<file path="config.mk">
export PLATFORM = sky130hd
export DESIGN_NAME = qdc_top
export DESIGN_NICKNAME = d
export VERILOG_FILES = /design/src/qdc_pkg.sv /design/src/qdc_top.sv /design/src/qdc_channel.sv /design/src/qdc_axil.sv
export VERILOG_INCLUDE_DIRS = /design/src
export SDC_FILE = /design/constraint.sdc
export NUM_CORES = 2
export LEC_CHECK = 0
export BUFFER_PORTS_ARGS = -buffer_cell sky130_fd_sc_hd__buf_4
export CAP_MARGIN = 20
export CORE_MARGIN = 4
export CORE_UTILIZATION = 59
export DETAILED_ROUTE_END_ITERATION = 10
export GPL_ROUTABILITY_DRIVEN = 0
export PLACE_DENSITY = 0.8
export SLEW_MARGIN = 15
export SYNTH_ARGS = -nofsm -noshare
export SYNTH_HDL_FRONTEND = slang
export SYNTH_SLANG_ARGS = --single-unit
</file>
<file path="constraint.sdc">
create_clock -name clk -period 8.7 [get_ports clk]
set_input_delay 0.435 -clock clk [delete_from_list [all_inputs] [get_ports clk]]
set_output_delay 0.435 -clock clk [all_outputs]
set_load 0.03 [all_outputs]
</file>
<file path="src/qdc_map.svh">
// register offsets, field positions, reset values and timing for the quad dac control
`ifndef QDC_MAP_SVH
`define QDC_MAP_SVH

`define QDC_ADDR_W 8
`define QDC_OFF_CTRL 8'h00
`define QDC_OFF_CMD 8'h04
`define QDC_OFF_STATUS 8'h08
`define QDC_OFF_IN_BASE 8'h10
`define QDC_OFF_OUT_BASE 8'h20
`define QDC_OFF_NV_BASE 8'h30

`define QDC_CTRL_SW_UPDATE 0
`define QDC_CTRL_GC_RESET 1
`define QDC_CTRL_NV_PROGRAM 2

`define QDC_STAT_READY 0
`define QDC_STAT_IREF_EN 1
`define QDC_STAT_LOAD_PIN 2

`define QDC_CFG_RST 16'h8000
`define QDC_CODE_FULL 4096

`define QDC_CLK_MHZ 125
`define QDC_NV_PROG_NS 50000
`define QDC_LSB_X1_UV 500
`define QDC_LSB_X2_UV 1000
`define QDC_UV_PER_MV 1000

`endif

</file>
<file path="src/qdc_pkg.sv">
// types shared by the quad dac control block
package qdc_pkg;

  typedef struct packed {
    logic ref_int;
    logic [1:0] powerdown_load_select;
    logic output_gain_select;
    logic [11:0] code;
  } qdc_cfg_s;

  typedef struct packed {
    logic [11:0] unused;
    logic fast_write;
    logic single_channel_latch_bit;
    logic [1:0] channel_select_field;
    qdc_cfg_s cfg;
  } qdc_cmd_s;

  typedef enum logic [0:0] {
    NV_IDLE,
    NV_BUSY
  } qdc_nv_e;

endpackage : qdc_pkg

</file>
<file path="src/qdc_top.sv">
// quad dac configuration and output-update control with axi4-lite registers
`timescale 1ns/1ns
`include "qdc_map.svh"

// What this block does
// - ready flag: 1 idle, 0 programming
// - ready flag also driven on a pin
// - reference bit: 0 supply, 1 internal
// - internal reference off when all use supply
// - channel select 00..11 picks A..D
// - power-down codes pick 1k/100k/500k load
// - gain 2 only with internal reference
// - latch bit 0 copies selected channel
// - load pin low updates all channels
// - load pin high: latch bit decides
// - software update copies all channels together
// - resets load input and output from storage
// - fast write ignores the latch bit
// - internal: 2.048V*code/4096*gain, clipped to supply
// - supply reference: supply*code/4096, unity gain
// - step 0.5 mV x1, 1 mV x2
// - each channel runs from its own settings
// - reset loads ignore pin and latch bit
module qdc_top #(
  parameter int NCH = 4,
  // programming time in clocks, rounded up
  parameter int NV_PROG_CYC = (`QDC_NV_PROG_NS * `QDC_CLK_MHZ + 999) / 1000
) (
  input wire logic clk,
  input wire logic srst,
  // register bus
  input wire logic s_awvalid,
  output logic s_awready,
  input wire logic [7:0] s_awaddr,
  input wire logic s_wvalid,
  output logic s_wready,
  input wire logic [31:0] s_wdata,
  input wire logic [3:0] s_wstrb,
  output logic s_bvalid,
  input wire logic s_bready,
  output logic [1:0] s_bresp,
  input wire logic s_arvalid,
  output logic s_arready,
  input wire logic [7:0] s_araddr,
  output logic s_rvalid,
  input wire logic s_rready,
  output logic [31:0] s_rdata,
  output logic [1:0] s_rresp,
  // device pin, supply level and the per-channel analog-side views
  input wire logic all_channel_load_pin_n,
  input wire logic [12:0] supply_mv,
  output logic nv_program_status_flag,
  output logic internal_ref_enable,
  output qdc_pkg::qdc_cfg_s [NCH-1:0] out_cfg,
  output logic [NCH-1:0][22:0] vout_uv,
  output logic [NCH-1:0][1:0] load_sel
);

  qdc_pkg::qdc_cfg_s [NCH-1:0] in_reg, in_next;
  qdc_pkg::qdc_cfg_s [NCH-1:0] out_reg, out_next;
  qdc_pkg::qdc_cfg_s [NCH-1:0] nv_reg, nv_next;
  // copy of the input registers taken when programming starts
  qdc_pkg::qdc_cfg_s [NCH-1:0] shadow_reg, shadow_next;
  qdc_pkg::qdc_nv_e nv_state_reg, nv_state_next;
  logic [31:0] nv_cnt_reg, nv_cnt_next;
  logic ready_reg, ready_next;
  logic iref_reg, iref_next;
  logic por_reg, por_next;

  // one-cycle write strobe from the bus front end, with the word it carries
  logic wr_pulse;
  logic [7:0] wr_addr;
  logic [31:0] wr_data;
  logic wr_ok;
  logic [7:0] rd_addr;
  logic [31:0] rd_data;
  logic rd_ok;

  qdc_pkg::qdc_cmd_s cmd;
  logic cmd_wr;
  logic ctrl_wr;
  logic sw_update;
  logic gc_reset;
  logic nv_start;
  logic [1:0] sel;

  // true when the address falls in a four-word per-channel window
  function automatic logic in_window(input logic [7:0] a, input logic [7:0] base);
    in_window = (a >= base) && (a < base + 8'(NCH * 4)) && (a[1:0] == 2'b00);
  endfunction : in_window

  function automatic logic [1:0] win_idx(input logic [7:0] a, input logic [7:0] base);
    logic [7:0] d;
    d = a - base;
    win_idx = d[3:2];
  endfunction : win_idx

  // pads one channel setting out to a bus word
  function automatic logic [31:0] cfg_word(input qdc_pkg::qdc_cfg_s c);
    cfg_word = {16'h0000, c};
  endfunction : cfg_word

  // bus front end: one write and one read in flight
  qdc_axil u_axil (
    .clk(clk),
    .srst(srst),
    .s_awvalid(s_awvalid),
    .s_awready(s_awready),
    .s_awaddr(s_awaddr),
    .s_wvalid(s_wvalid),
    .s_wready(s_wready),
    .s_wdata(s_wdata),
    .s_wstrb(s_wstrb),
    .s_bvalid(s_bvalid),
    .s_bready(s_bready),
    .s_bresp(s_bresp),
    .s_arvalid(s_arvalid),
    .s_arready(s_arready),
    .s_araddr(s_araddr),
    .s_rvalid(s_rvalid),
    .s_rready(s_rready),
    .s_rdata(s_rdata),
    .s_rresp(s_rresp),
    .wr_pulse(wr_pulse),
    .wr_addr(wr_addr),
    .wr_data(wr_data),
    .wr_ok(wr_ok),
    .rd_addr(rd_addr),
    .rd_data(rd_data),
    .rd_ok(rd_ok)
  );

  // write decode
  always_comb begin
    cmd = wr_data;
    cmd_wr = 1'b0;
    ctrl_wr = 1'b0;
    wr_ok = 1'b0;
    if (wr_addr == `QDC_OFF_CTRL) begin
      ctrl_wr = wr_pulse;
      wr_ok = 1'b1;
    end else if (wr_addr == `QDC_OFF_CMD) begin
      cmd_wr = wr_pulse;
      wr_ok = 1'b1;
    end else if (wr_addr == `QDC_OFF_STATUS) begin
      // read-only words answer okay and are left alone
      wr_ok = 1'b1;
    end else if (in_window(wr_addr, `QDC_OFF_IN_BASE)) begin
      wr_ok = 1'b1;
    end else if (in_window(wr_addr, `QDC_OFF_OUT_BASE)) begin
      wr_ok = 1'b1;
    end else if (in_window(wr_addr, `QDC_OFF_NV_BASE)) begin
      wr_ok = 1'b1;
    end
    // control bits act only in the strobe cycle; nothing is kept for later
    sw_update = ctrl_wr && wr_data[`QDC_CTRL_SW_UPDATE];
    gc_reset = ctrl_wr && wr_data[`QDC_CTRL_GC_RESET];
    nv_start = ctrl_wr && wr_data[`QDC_CTRL_NV_PROGRAM];
    sel = cmd.channel_select_field;
  end

  // read decode
  always_comb begin
    rd_data = 32'h0000_0000;
    rd_ok = 1'b0;
    if (rd_addr == `QDC_OFF_CTRL) begin
      // control and command words are write-only and read back as zero
      rd_ok = 1'b1;
    end else if (rd_addr == `QDC_OFF_CMD) begin
      rd_ok = 1'b1;
    end else if (rd_addr == `QDC_OFF_STATUS) begin
      rd_data[`QDC_STAT_READY] = ready_reg;
      rd_data[`QDC_STAT_IREF_EN] = iref_reg;
      rd_data[`QDC_STAT_LOAD_PIN] = all_channel_load_pin_n;
      rd_ok = 1'b1;
    end else if (in_window(rd_addr, `QDC_OFF_IN_BASE)) begin
      rd_data = cfg_word(in_reg[win_idx(rd_addr, `QDC_OFF_IN_BASE)]);
      rd_ok = 1'b1;
    end else if (in_window(rd_addr, `QDC_OFF_OUT_BASE)) begin
      rd_data = cfg_word(out_reg[win_idx(rd_addr, `QDC_OFF_OUT_BASE)]);
      rd_ok = 1'b1;
    end else if (in_window(rd_addr, `QDC_OFF_NV_BASE)) begin
      rd_data = cfg_word(nv_reg[win_idx(rd_addr, `QDC_OFF_NV_BASE)]);
      rd_ok = 1'b1;
    end
  end

  // input and output registers of every channel
  always_comb begin
    in_next = in_reg;
    out_next = out_reg;
    por_next = 1'b0;
    if (por_reg || gc_reset) begin
      // stored settings go straight to both registers, pin and latch bit ignored
      in_next = nv_reg;
      out_next = nv_reg;
    end else begin
      if (cmd_wr) begin
        in_next[sel] = cmd.cfg;
        // a fast write never consults the latch bit
        if (!cmd.fast_write && !cmd.single_channel_latch_bit) begin
          out_next[sel] = cmd.cfg;
        end
      end
      // copy from in_next, not in_reg: a word written while the pin is low
      // reaches its output on the same edge instead of one cycle later
      if (!all_channel_load_pin_n || sw_update) begin
        out_next = in_next;
      end
    end
  end

  // internal reference runs while any channel asks for it
  // built from out_next so the enable moves on the same edge as the outputs
  always_comb begin
    iref_next = 1'b0;
    for (int i = 0; i < NCH; i++) begin
      iref_next = iref_next | out_next[i].ref_int;
    end
  end

  // nonvolatile programming: captured at start, committed when the busy time ends
  // a general-call reset does not abort it; storage changes only at the end
  always_comb begin
    nv_state_next = nv_state_reg;
    nv_cnt_next = nv_cnt_reg;
    nv_next = nv_reg;
    shadow_next = shadow_reg;
    ready_next = ready_reg;
    case (nv_state_reg)
      qdc_pkg::NV_IDLE: begin
        if (nv_start) begin
          nv_state_next = qdc_pkg::NV_BUSY;
          // one less, so the flag stays low for exactly NV_PROG_CYC cycles
          nv_cnt_next = 32'(NV_PROG_CYC - 1);
          shadow_next = in_reg;
          ready_next = 1'b0;
        end
      end
      qdc_pkg::NV_BUSY: begin
        if (nv_cnt_reg == 32'd0) begin
          nv_state_next = qdc_pkg::NV_IDLE;
          nv_next = shadow_reg;
          ready_next = 1'b1;
        end else begin
          nv_cnt_next = nv_cnt_reg - 32'd1;
        end
      end
      default: begin
        // unreachable with two states; falls back to idle
        nv_state_next = qdc_pkg::NV_IDLE;
        ready_next = 1'b1;
      end
    endcase
  end

  always_ff @(posedge clk) begin
    if (srst) begin
      // storage has no cells behind it here, so reset restores the factory word
      for (int i = 0; i < NCH; i++) begin
        in_reg[i] <= `QDC_CFG_RST;
        out_reg[i] <= `QDC_CFG_RST;
        nv_reg[i] <= `QDC_CFG_RST;
        shadow_reg[i] <= `QDC_CFG_RST;
      end
      // asks for one reload from storage on the first edge after release
      por_reg <= 1'b1;
      nv_state_reg <= qdc_pkg::NV_IDLE;
      nv_cnt_reg <= 32'd0;
      ready_reg <= 1'b1;
      iref_reg <= 1'b1;
    end else begin
      in_reg <= in_next;
      out_reg <= out_next;
      nv_reg <= nv_next;
      shadow_reg <= shadow_next;
      por_reg <= por_next;
      nv_state_reg <= nv_state_next;
      nv_cnt_reg <= nv_cnt_next;
      ready_reg <= ready_next;
      iref_reg <= iref_next;
    end
  end

  // pin and status bit come from one flop, so they never disagree
  assign nv_program_status_flag = ready_reg;
  assign internal_ref_enable = iref_reg;
  assign out_cfg = out_reg;

  // each converter sees only its own output register, never the input side
  for (genvar g = 0; g < NCH; g++) begin : g_ch
    qdc_channel u_ch (
      .clk(clk),
      .srst(srst),
      .cfg(out_reg[g]),
      .supply_mv(supply_mv),
      .vout_uv(vout_uv[g]),
      .load_sel(load_sel[g])
    );
  end

endmodule : qdc_top

</file>
<file path="src/qdc_channel.sv">
// one dac channel: code to output voltage in microvolts and power-down load select
`timescale 1ns/1ns
`include "qdc_map.svh"

module qdc_channel (
  input wire logic clk,
  input wire logic srst,
  input qdc_pkg::qdc_cfg_s cfg,
  input wire logic [12:0] supply_mv,
  output logic [22:0] vout_uv,
  output logic [1:0] load_sel
);

  logic [22:0] vout_next;
  logic [1:0] load_next;
  logic [34:0] supply_uv;
  logic [34:0] prod;

  always_comb begin
    supply_uv = 35'(supply_mv) * 35'(`QDC_UV_PER_MV);
    prod = 35'd0;
    if (cfg.ref_int) begin
      // gain 2 only exists with the internal reference
      if (cfg.output_gain_select) begin
        prod = 35'(cfg.code) * 35'(`QDC_LSB_X2_UV);
      end else begin
        prod = 35'(cfg.code) * 35'(`QDC_LSB_X1_UV);
      end
      if (prod > supply_uv) begin
        prod = supply_uv;
      end
    end else begin
      prod = (supply_uv * 35'(cfg.code)) / 35'(`QDC_CODE_FULL);
    end
    load_next = cfg.powerdown_load_select;
    if (cfg.powerdown_load_select != 2'b00) begin
      vout_next = 23'd0;
    end else begin
      vout_next = prod[22:0];
    end
  end

  always_ff @(posedge clk) begin
    if (srst) begin
      vout_uv <= 23'd0;
      load_sel <= 2'b00;
    end else begin
      vout_uv <= vout_next;
      load_sel <= load_next;
    end
  end

endmodule : qdc_channel

</file>
<file path="src/qdc_axil.sv">
// axi4-lite slave front end: one write and one read in flight
`timescale 1ns/1ns
`include "qdc_map.svh"

module qdc_axil (
  input wire logic clk,
  input wire logic srst,
  input wire logic s_awvalid,
  output logic s_awready,
  input wire logic [7:0] s_awaddr,
  input wire logic s_wvalid,
  output logic s_wready,
  input wire logic [31:0] s_wdata,
  input wire logic [3:0] s_wstrb,
  output logic s_bvalid,
  input wire logic s_bready,
  output logic [1:0] s_bresp,
  input wire logic s_arvalid,
  output logic s_arready,
  input wire logic [7:0] s_araddr,
  output logic s_rvalid,
  input wire logic s_rready,
  output logic [31:0] s_rdata,
  output logic [1:0] s_rresp,
  output logic wr_pulse,
  output logic [7:0] wr_addr,
  output logic [31:0] wr_data,
  input wire logic wr_ok,
  output logic [7:0] rd_addr,
  input wire logic [31:0] rd_data,
  input wire logic rd_ok
);

  logic aw_free_next, w_free_next, b_next, ar_free_next, r_next;
  logic [7:0] aw_addr_next;
  logic [31:0] w_data_next, r_data_next;
  logic [1:0] bresp_next, rresp_next;

  function automatic logic [31:0] strb_mask(input logic [31:0] d, input logic [3:0] s);
    for (int i = 0; i < 4; i++) begin
      strb_mask[i*8 +: 8] = s[i] ? d[i*8 +: 8] : 8'h00;
    end
  endfunction : strb_mask

  assign wr_pulse = !s_awready && !s_wready && !s_bvalid;
  assign rd_addr = s_araddr;

  always_comb begin
    aw_free_next = s_awready;
    w_free_next = s_wready;
    aw_addr_next = wr_addr;
    w_data_next = wr_data;
    b_next = s_bvalid;
    bresp_next = s_bresp;
    ar_free_next = s_arready;
    r_next = s_rvalid;
    r_data_next = s_rdata;
    rresp_next = s_rresp;
    if (s_awvalid && s_awready) begin
      aw_free_next = 1'b0;
      aw_addr_next = s_awaddr;
    end
    if (s_wvalid && s_wready) begin
      w_free_next = 1'b0;
      w_data_next = strb_mask(s_wdata, s_wstrb);
    end
    if (s_bvalid && s_bready) begin
      b_next = 1'b0;
      aw_free_next = 1'b1;
      w_free_next = 1'b1;
    end
    if (wr_pulse) begin
      b_next = 1'b1;
      bresp_next = wr_ok ? 2'b00 : 2'b10;
    end
    if (s_arvalid && s_arready) begin
      ar_free_next = 1'b0;
      r_next = 1'b1;
      r_data_next = rd_ok ? rd_data : 32'h0000_0000;
      rresp_next = rd_ok ? 2'b00 : 2'b10;
    end
    if (s_rvalid && s_rready) begin
      r_next = 1'b0;
      ar_free_next = 1'b1;
    end
  end

  always_ff @(posedge clk) begin
    if (srst) begin
      s_awready <= 1'b1;
      s_wready <= 1'b1;
      wr_addr <= 8'h00;
      wr_data <= 32'h0000_0000;
      s_bvalid <= 1'b0;
      s_bresp <= 2'b00;
      s_arready <= 1'b1;
      s_rvalid <= 1'b0;
      s_rdata <= 32'h0000_0000;
      s_rresp <= 2'b00;
    end else begin
      s_awready <= aw_free_next;
      s_wready <= w_free_next;
      wr_addr <= aw_addr_next;
      wr_data <= w_data_next;
      s_bvalid <= b_next;
      s_bresp <= bresp_next;
      s_arready <= ar_free_next;
      s_rvalid <= r_next;
      s_rdata <= r_data_next;
      s_rresp <= rresp_next;
    end
  end

endmodule : qdc_axil

</file>
* Yosys cells after proc, flatten, opt, wreduce, memory -nomap -nowiden *
Cells that the tools add are included.

operators by class
  add/subtract/negate cells = 4
  multiply operators = 13
  magnitude comparators = 21
  eq/ne operators = 7
  multiplexer cells = 72
  bitwise logic cells = 4
  reduce and logical (&&, ||, !) cells = 55

operators by type and width
  kind                                                                                 count
  64-bit 2-to-1 mux                                                                    6
  23-bit 2-to-1 mux                                                                    8
  32-bit 2-to-1 mux                                                                    5
  12-bit by 7-bit multiplier with 19-bit output, second input constant                 8
  35-bit by 23-bit > comparator with 1-bit output                                      4
  35-bit 2-to-1 mux                                                                    4
  64-bit bitwise mux                                                                   2
  20-bit by 12-bit multiplier with 32-bit output                                       4
  16-bit 2-to-1 mux                                                                    7
  16-bit binary-select mux with 2-bit select                                           3
  22-bit 2-to-1 mux                                                                    4
  32-bit case mux with 2 select lines                                                  1
  16-bit demux with 2-bit select                                                       1
  8-bit by 6-bit greater-or-equal comparator with 1-bit output, second input constant  4
  32-bit logical NOT                                                                   1
  8-bit by 6-bit less-than comparator with 1-bit output, second input constant         4
  32-bit by 1-bit subtractor with 32-bit output, second input constant                 1
  29-bit 2-to-1 mux                                                                    1
  1-bit logical AND                                                                    24
  1-bit 2-to-1 mux                                                                     22
  13-bit by 7-bit multiplier with 20-bit output, second input constant                 1
  8-bit by 3-bit equality test with 1-bit output, second input constant                2
  8-bit by 4-bit equality test with 1-bit output, second input constant                2
  8-bit by 5-bit greater-or-equal comparator with 1-bit output, second input constant  2
  21 further kinds                                                                     55

word-level totals
  register bits after elaboration = 461
  input bits = 73
  output and inout port bits = 207
  word-level logic and storage cells = 263

* Longest topological paths before layout *
  depth in word-level cells = 12
  gate-level depth with buffers = 36
  mapped depth without buffers = 35

* By module *
A second synthesis with hierarchy kept.

unflattened totals
  cells, all modules = 7933
  area total of the unflattened synthesis = 69356.5 um^2

by module, submodules not included
  module                      times used  cells each  area an instance (um^2)  sequential area each (um^2)
  qdc_top                     1           1653        13705.6                  5845.6
  qdc_channel (g_ch[3].u_ch)  1           1510        13148.9                  500.5
  qdc_channel (g_ch[2].u_ch)  1           1482        13127.6                  500.5
  qdc_channel (g_ch[0].u_ch)  1           1484        13031.2                  500.5
  qdc_channel (g_ch[1].u_ch)  1           1428        12787.3                  500.5
  qdc_axil                    1           376         3555.9                   1581.5

* Least setup slack after synthesis *
No wires, ideal clock.

  path type = input-to-reg
  from = input port supply_mv[0]
  to = register g_ch[0].u_ch.vout_uv[20]
  setup time = 117 ps
  data arrival time = 9372 ps
  required time = 8583 ps
  path slack = -790 ps
  cell stages on the path = 32
  path buffers = 1
  cell sequence = fa_1 > inv_1 > fa_1 > fa_1 > inv_1 > fa_1 > ha_1 > nand2_1 > a2bb2oi_1 > a211o_1 > nor3b_1 > xnor2_1 > clkbuf_1 > nand2_1 > fa_1 > fa_1 > fa_1 > inv_1 > fa_1 > inv_1 > fa_1 > inv_1 > ha_1 > a211oi_1 > o21bai_1 > or3_1 > a221o_1 > o2111a_1 > nand3b_1 > a31o_2 > a211o_1 > a32o_1

on the way
  longest elaborated chain between the ends = 4
  elaborated cells between the ends (all ways) = 5
  classes of those cells = mul: 2; order compare: 1; mux: 2

ends and longest elaborated chain
  what                                                                                    RTL line           source
  start: declaration                                                                      qdc_top.sv:51      input wire logic [12:0] supply_mv,
  13-bit by 7-bit multiplier with 20-bit output *                                         qdc_channel.sv:20  supply_uv = 35'(supply_mv) * 35'(`QDC_UV_PER_MV);
  branches (longest 2 deep; another with 20-bit by 12-bit multiplier with 32-bit output)  -
  23-bit 2-to-1 mux *                                                                     qdc_channel.sv:22  if (cfg.ref_int) begin
  end signal: assignment                                                                  qdc_channel.sv:48  vout_uv <= vout_next;
  end: declaration                                                                        qdc_channel.sv:10  output logic [22:0] vout_uv,

Mark *: on every way between the ends.
A chain may end at the register's enable or synchronous reset.

* Worst setup path in the final report *
  from = input port supply_mv[0]
  to = register g_ch[1].u_ch.vout_uv[21]

on the way
  longest elaborated chain between the ends = 4
  elaborated cells between the ends (all ways) = 5
  classes of those cells = mul: 2; order compare: 1; mux: 2

ends and longest elaborated chain
  what                                                                                    RTL line
  13-bit by 7-bit multiplier with 20-bit output *                                         qdc_channel.sv:20
  branches (longest 2 deep; another with 20-bit by 12-bit multiplier with 32-bit output)  -
  23-bit 2-to-1 mux *                                                                     qdc_channel.sv:22
  end signal: assignment                                                                  qdc_channel.sv:48
  end: declaration                                                                        qdc_channel.sv:10

Marks and branches as above.

==> impl_metrics.json <==
{
  "status": "finished, violations left",
  "failing_checks": "negative setup slack",
  "hold_start": "s_rready",
  "fmaxAchievable_ghz": 0.115,
  "rr_worst_depth": 24,
  "hpwlAfterDp_mm": 149,
  "critPathArrivalTime_ns": 9.21,
  "min_path_cells": 2,
  "finalClockSkew_ns": 0.0395,
  "antenna_found_initial": 8,
  "max_reg_flops": 92,
  "initial_core_util_pct": 59.4,
  "critical_path_depth": 37,
  "first_global_vias": 55500,
  "timing_hold_violations_final": 0,
  "setup_ws_ns": -0.00442,
  "report.final.slew_viol_count": 0,
  "crit_family": "adder cells",
  "drt_via_density": 6.09,
  "core-area_um2": 102000,
  "clock_pin_slew_of_the_registers_on_the_worst_case_setup_and_hold_paths_ns": 0.07,
  "setup_viol_count_final": 1,
  "root_driver": "sky130_fd_sc_hd__clkbuf_16",
  "min_path_type": "input port to flip-flop",
  "buffer_ports.inserted": 248,
  "cp_most_frequent_cell": "sky130_fd_sc_hd__fa_1",
  "post-synth-top-area-fraction_pct": 30.2,
  "drt.antenna.violating_nets": 0,
  "globalRoute.totalOverflow": 0,
  "r2r_start": "out_cfg[50]",
  "timing.slew.headroom_pct": 12.7,
  "finalCritPeriodShare_pct": 100,
  "ys_seq_elements": 443,
  "cp_slowest_cell": "sky130_fd_sc_hd__fa_1",
  "total_area_of_multi_input_combinational_cells_um2": 46600,
  "critical_path.max_fanout": 6,
  "cts_made_buffers": 51,
  "drt_first_iter_violations": 6162,
  "met2_wirelength_mm": 89.3,
  "wirelength_met1_mm": 68.1,
  "yosys.cell_types.count": 86,
  "min_delay_worst_endpoint": "u_axil.s_arready",
  "vias_after_detailed_routing": 54300,
  "synth.area.top_cells": "sky130_fd_sc_hd__fa_1 (30%), sky130_fd_sc_hd__dfxtp_1 (15%), sky130_fd_sc_hd__ha_1 (12%)",
  "postSynthAreaPerCell_um2": 8.50,
  "yosysMostFrequentCell": "sky130_fd_sc_hd__nand2_1",
  "cts.sinks": 443,
  "drt_pre_antenna_iters": 6,
  "syn2layout_area_growth_pct": 15.4,
  "number_of_violations_of_the_max_capacitance_limit": 0,
  "reg2reg_slack_ns": 0.55,
  "synth_top_flop_cell": "sky130_fd_sc_hd__dfxtp_1",
  "clockBufferDepth": 3,
  "top_register": "g_ch.u_ch.vout_uv",
  "sequential_cell_area_um2": 8870,
  "fin_nets": 9041,
  "syn-cell-area_um2": 60300,
  "tritoncts": "yes",
  "clkLatencyLatePin_ns": 0.68,
  "global_route.usage.total_pct": 36.6,
  "cp.buffers_inverters": 11,
  "timing.critical_path.to_type": "flip-flop",
  "grt_setup_unrepaired": "yes",
  "post_synth_most_frequent_cells": "sky130_fd_sc_hd__nand2_1 (1219), sky130_fd_sc_hd__inv_1 (1140), sky130_fd_sc_hd__fa_1 (910)",
  "floorplan.io_pins": 280,
  "critical_path.reg2reg.endpoint": "g_ch[3].u_ch.vout_uv[19]",
  "netlist_instances": 7092,
  "finalCriticalPeriod_ns": 8.70,
  "synth_edf_count": 0,
  "tightestPinTransition_ns": 1.31,
  "timing.setup.tns_ns": -0.00442,
  "ctsHtreeMaxLevel": 2,
  "met3_length_mm": 25.3,
  "avgRoutedWirePerCell_um": 22.6,
  "finalWirelength_mm": 201,
  "die_height_um": 328,
  "setup.worst_path.start_class": "input port",
  "critical_path.max_stage_delay_ns": 0.56,
  "synth_async_sr_flop_share_pct": 0,
  "top_layer_used": "met5",
  "seq_area_frac_synth_pct": 14.7,
  "cp.required_ns": 9.21,
  "std_cell_rows": 117,
  "grt_pass1_wl_mm": 306,
  "grt_start_max_net_pins": 189,
  "synth.yosys.warnings": 0,
  "drive_above_1_share_pct": 15.1,
  "drcViolationCount": 0,
  "filler_cell_count": 7617,
  "floorplan.die.width_um": 328,
  "criticalPathCategory": "input port to flip-flop",
  "design.die.area_um2": 107000,
  "synth_top_area_cell": "sky130_fd_sc_hd__fa_1"
}
worst max-delay path by stage:
stage | to | startpoint
after floorplan | g_ch[0].u_ch.vout_uv[20] | supply_mv[0]
after global placement | g_ch[3].u_ch.vout_uv[22] | supply_mv[0]
after detailed placement | g_ch[1].u_ch.vout_uv[20] | supply_mv[0]
after CTS | g_ch[2].u_ch.vout_uv[20] | supply_mv[0]
after global routing | g_ch[1].u_ch.vout_uv[21] | supply_mv[1]
final | g_ch[1].u_ch.vout_uv[21] | supply_mv[0]
worst reg2reg max path, cell delays in order (launching register included):
cell and delay [ns]:
sky130_fd_sc_hd__dfxtp_1 1.04, sky130_fd_sc_hd__fa_1 0.65, sky130_fd_sc_hd__fa_1 0.55, sky130_fd_sc_hd__inv_1 0.05, sky130_fd_sc_hd__fa_1 0.51, sky130_fd_sc_hd__inv_1 0.05
sky130_fd_sc_hd__fa_1 0.44, sky130_fd_sc_hd__ha_1 0.35, sky130_fd_sc_hd__o21ai_0 0.15, sky130_fd_sc_hd__a21oi_1 0.15, sky130_fd_sc_hd__o41ai_1 0.78, sky130_fd_sc_hd__o21ai_0 0.30
sky130_fd_sc_hd__a31oi_1 0.26, sky130_fd_sc_hd__xnor2_1 0.18, sky130_fd_sc_hd__a21o_1 0.26, sky130_fd_sc_hd__ha_1 0.31, sky130_fd_sc_hd__nand4_1 0.12, sky130_fd_sc_hd__nor2_1 0.22
sky130_fd_sc_hd__nand2_1 0.07, sky130_fd_sc_hd__nor3_1 0.15, sky130_fd_sc_hd__a21oi_1 0.08, sky130_fd_sc_hd__o21a_1 0.27, sky130_fd_sc_hd__nand2_1 0.54, sky130_fd_sc_hd__mux2i_1 0.36
sky130_fd_sc_hd__o22ai_1 0.12
layout make-up:
cell class,count,area share [%]
diodes,5,0.0180
clock buffers,75,2.20
clock inverters,19,0.442
inverters,1147,6.20
multi-input cells,5096,67.0
flip-flops and latches,443,12.7
well taps,1368,2.46
repair buffers,756,8.94
timing repair:
action	CTS	global route
setup buffers	3	38
gates resized for setup	5	169
cloned	0	2
hold buffers	3	0
setup endpoints to repair	12	58
hold endpoints to repair	2	0
pin swaps	1	106
cells by family after synthesis:
logic type	share of synthesized area [%]
flops	14.7
mux	3.41
simple gates	16.9
xor+xnor	2.42
buf+inv	9.90
fa+ha+maj	41.9
other cells	0.00622
compound gates	10.8
routing by layer:
layer	vias to the layer above	global-route usage [%]
li1	23400	-
met1	26300	43.2
met2	3546	57.6
met3	1113	10.3
met4	12	26.6
met5	-	0
stage by stage:
step	setup WS, ns	area (um^2)	std cells	hold WS [ns]	util (%)
CTS	0.00153	68500	8863	0.00360	67.4
detailed placement	-0.775	66500	8763	0.443	65.5
global route	-0.317	69600	8904	0.0356	68.5
finish	-0.00442	69600	8909	0.0269	68.5
global placement	-0.640	66500	8763	0.435	65.5
floorplan	-0.259	60700	7109	0.432	-
layout by cell type (no fill, tap or decap), drive strengths merged, types with 32 or more instances in the layout:
cell,netlist,layout
and3,37,37
a21o,66,66
xnor2,98,98
fa,910,910
mux2,58,58
nor2,458,458
nor2b,41,41
clkbuf,372,76
nand2,1219,1219
nor3,54,54
buf,51,752
a211oi,34,34
o21ai,94,94
and2,272,272
a311oi,117,117
xor2,67,67
mux2i,32,32
inv,1141,1143
nand3,88,88
o22ai,38,38
mux4,48,48
ha,563,563
dfxtp,443,443
a21oi,395,395
Power is not shown: default switching activity piles up to over one toggle a cycle in this logic, so the estimate is an artifact.
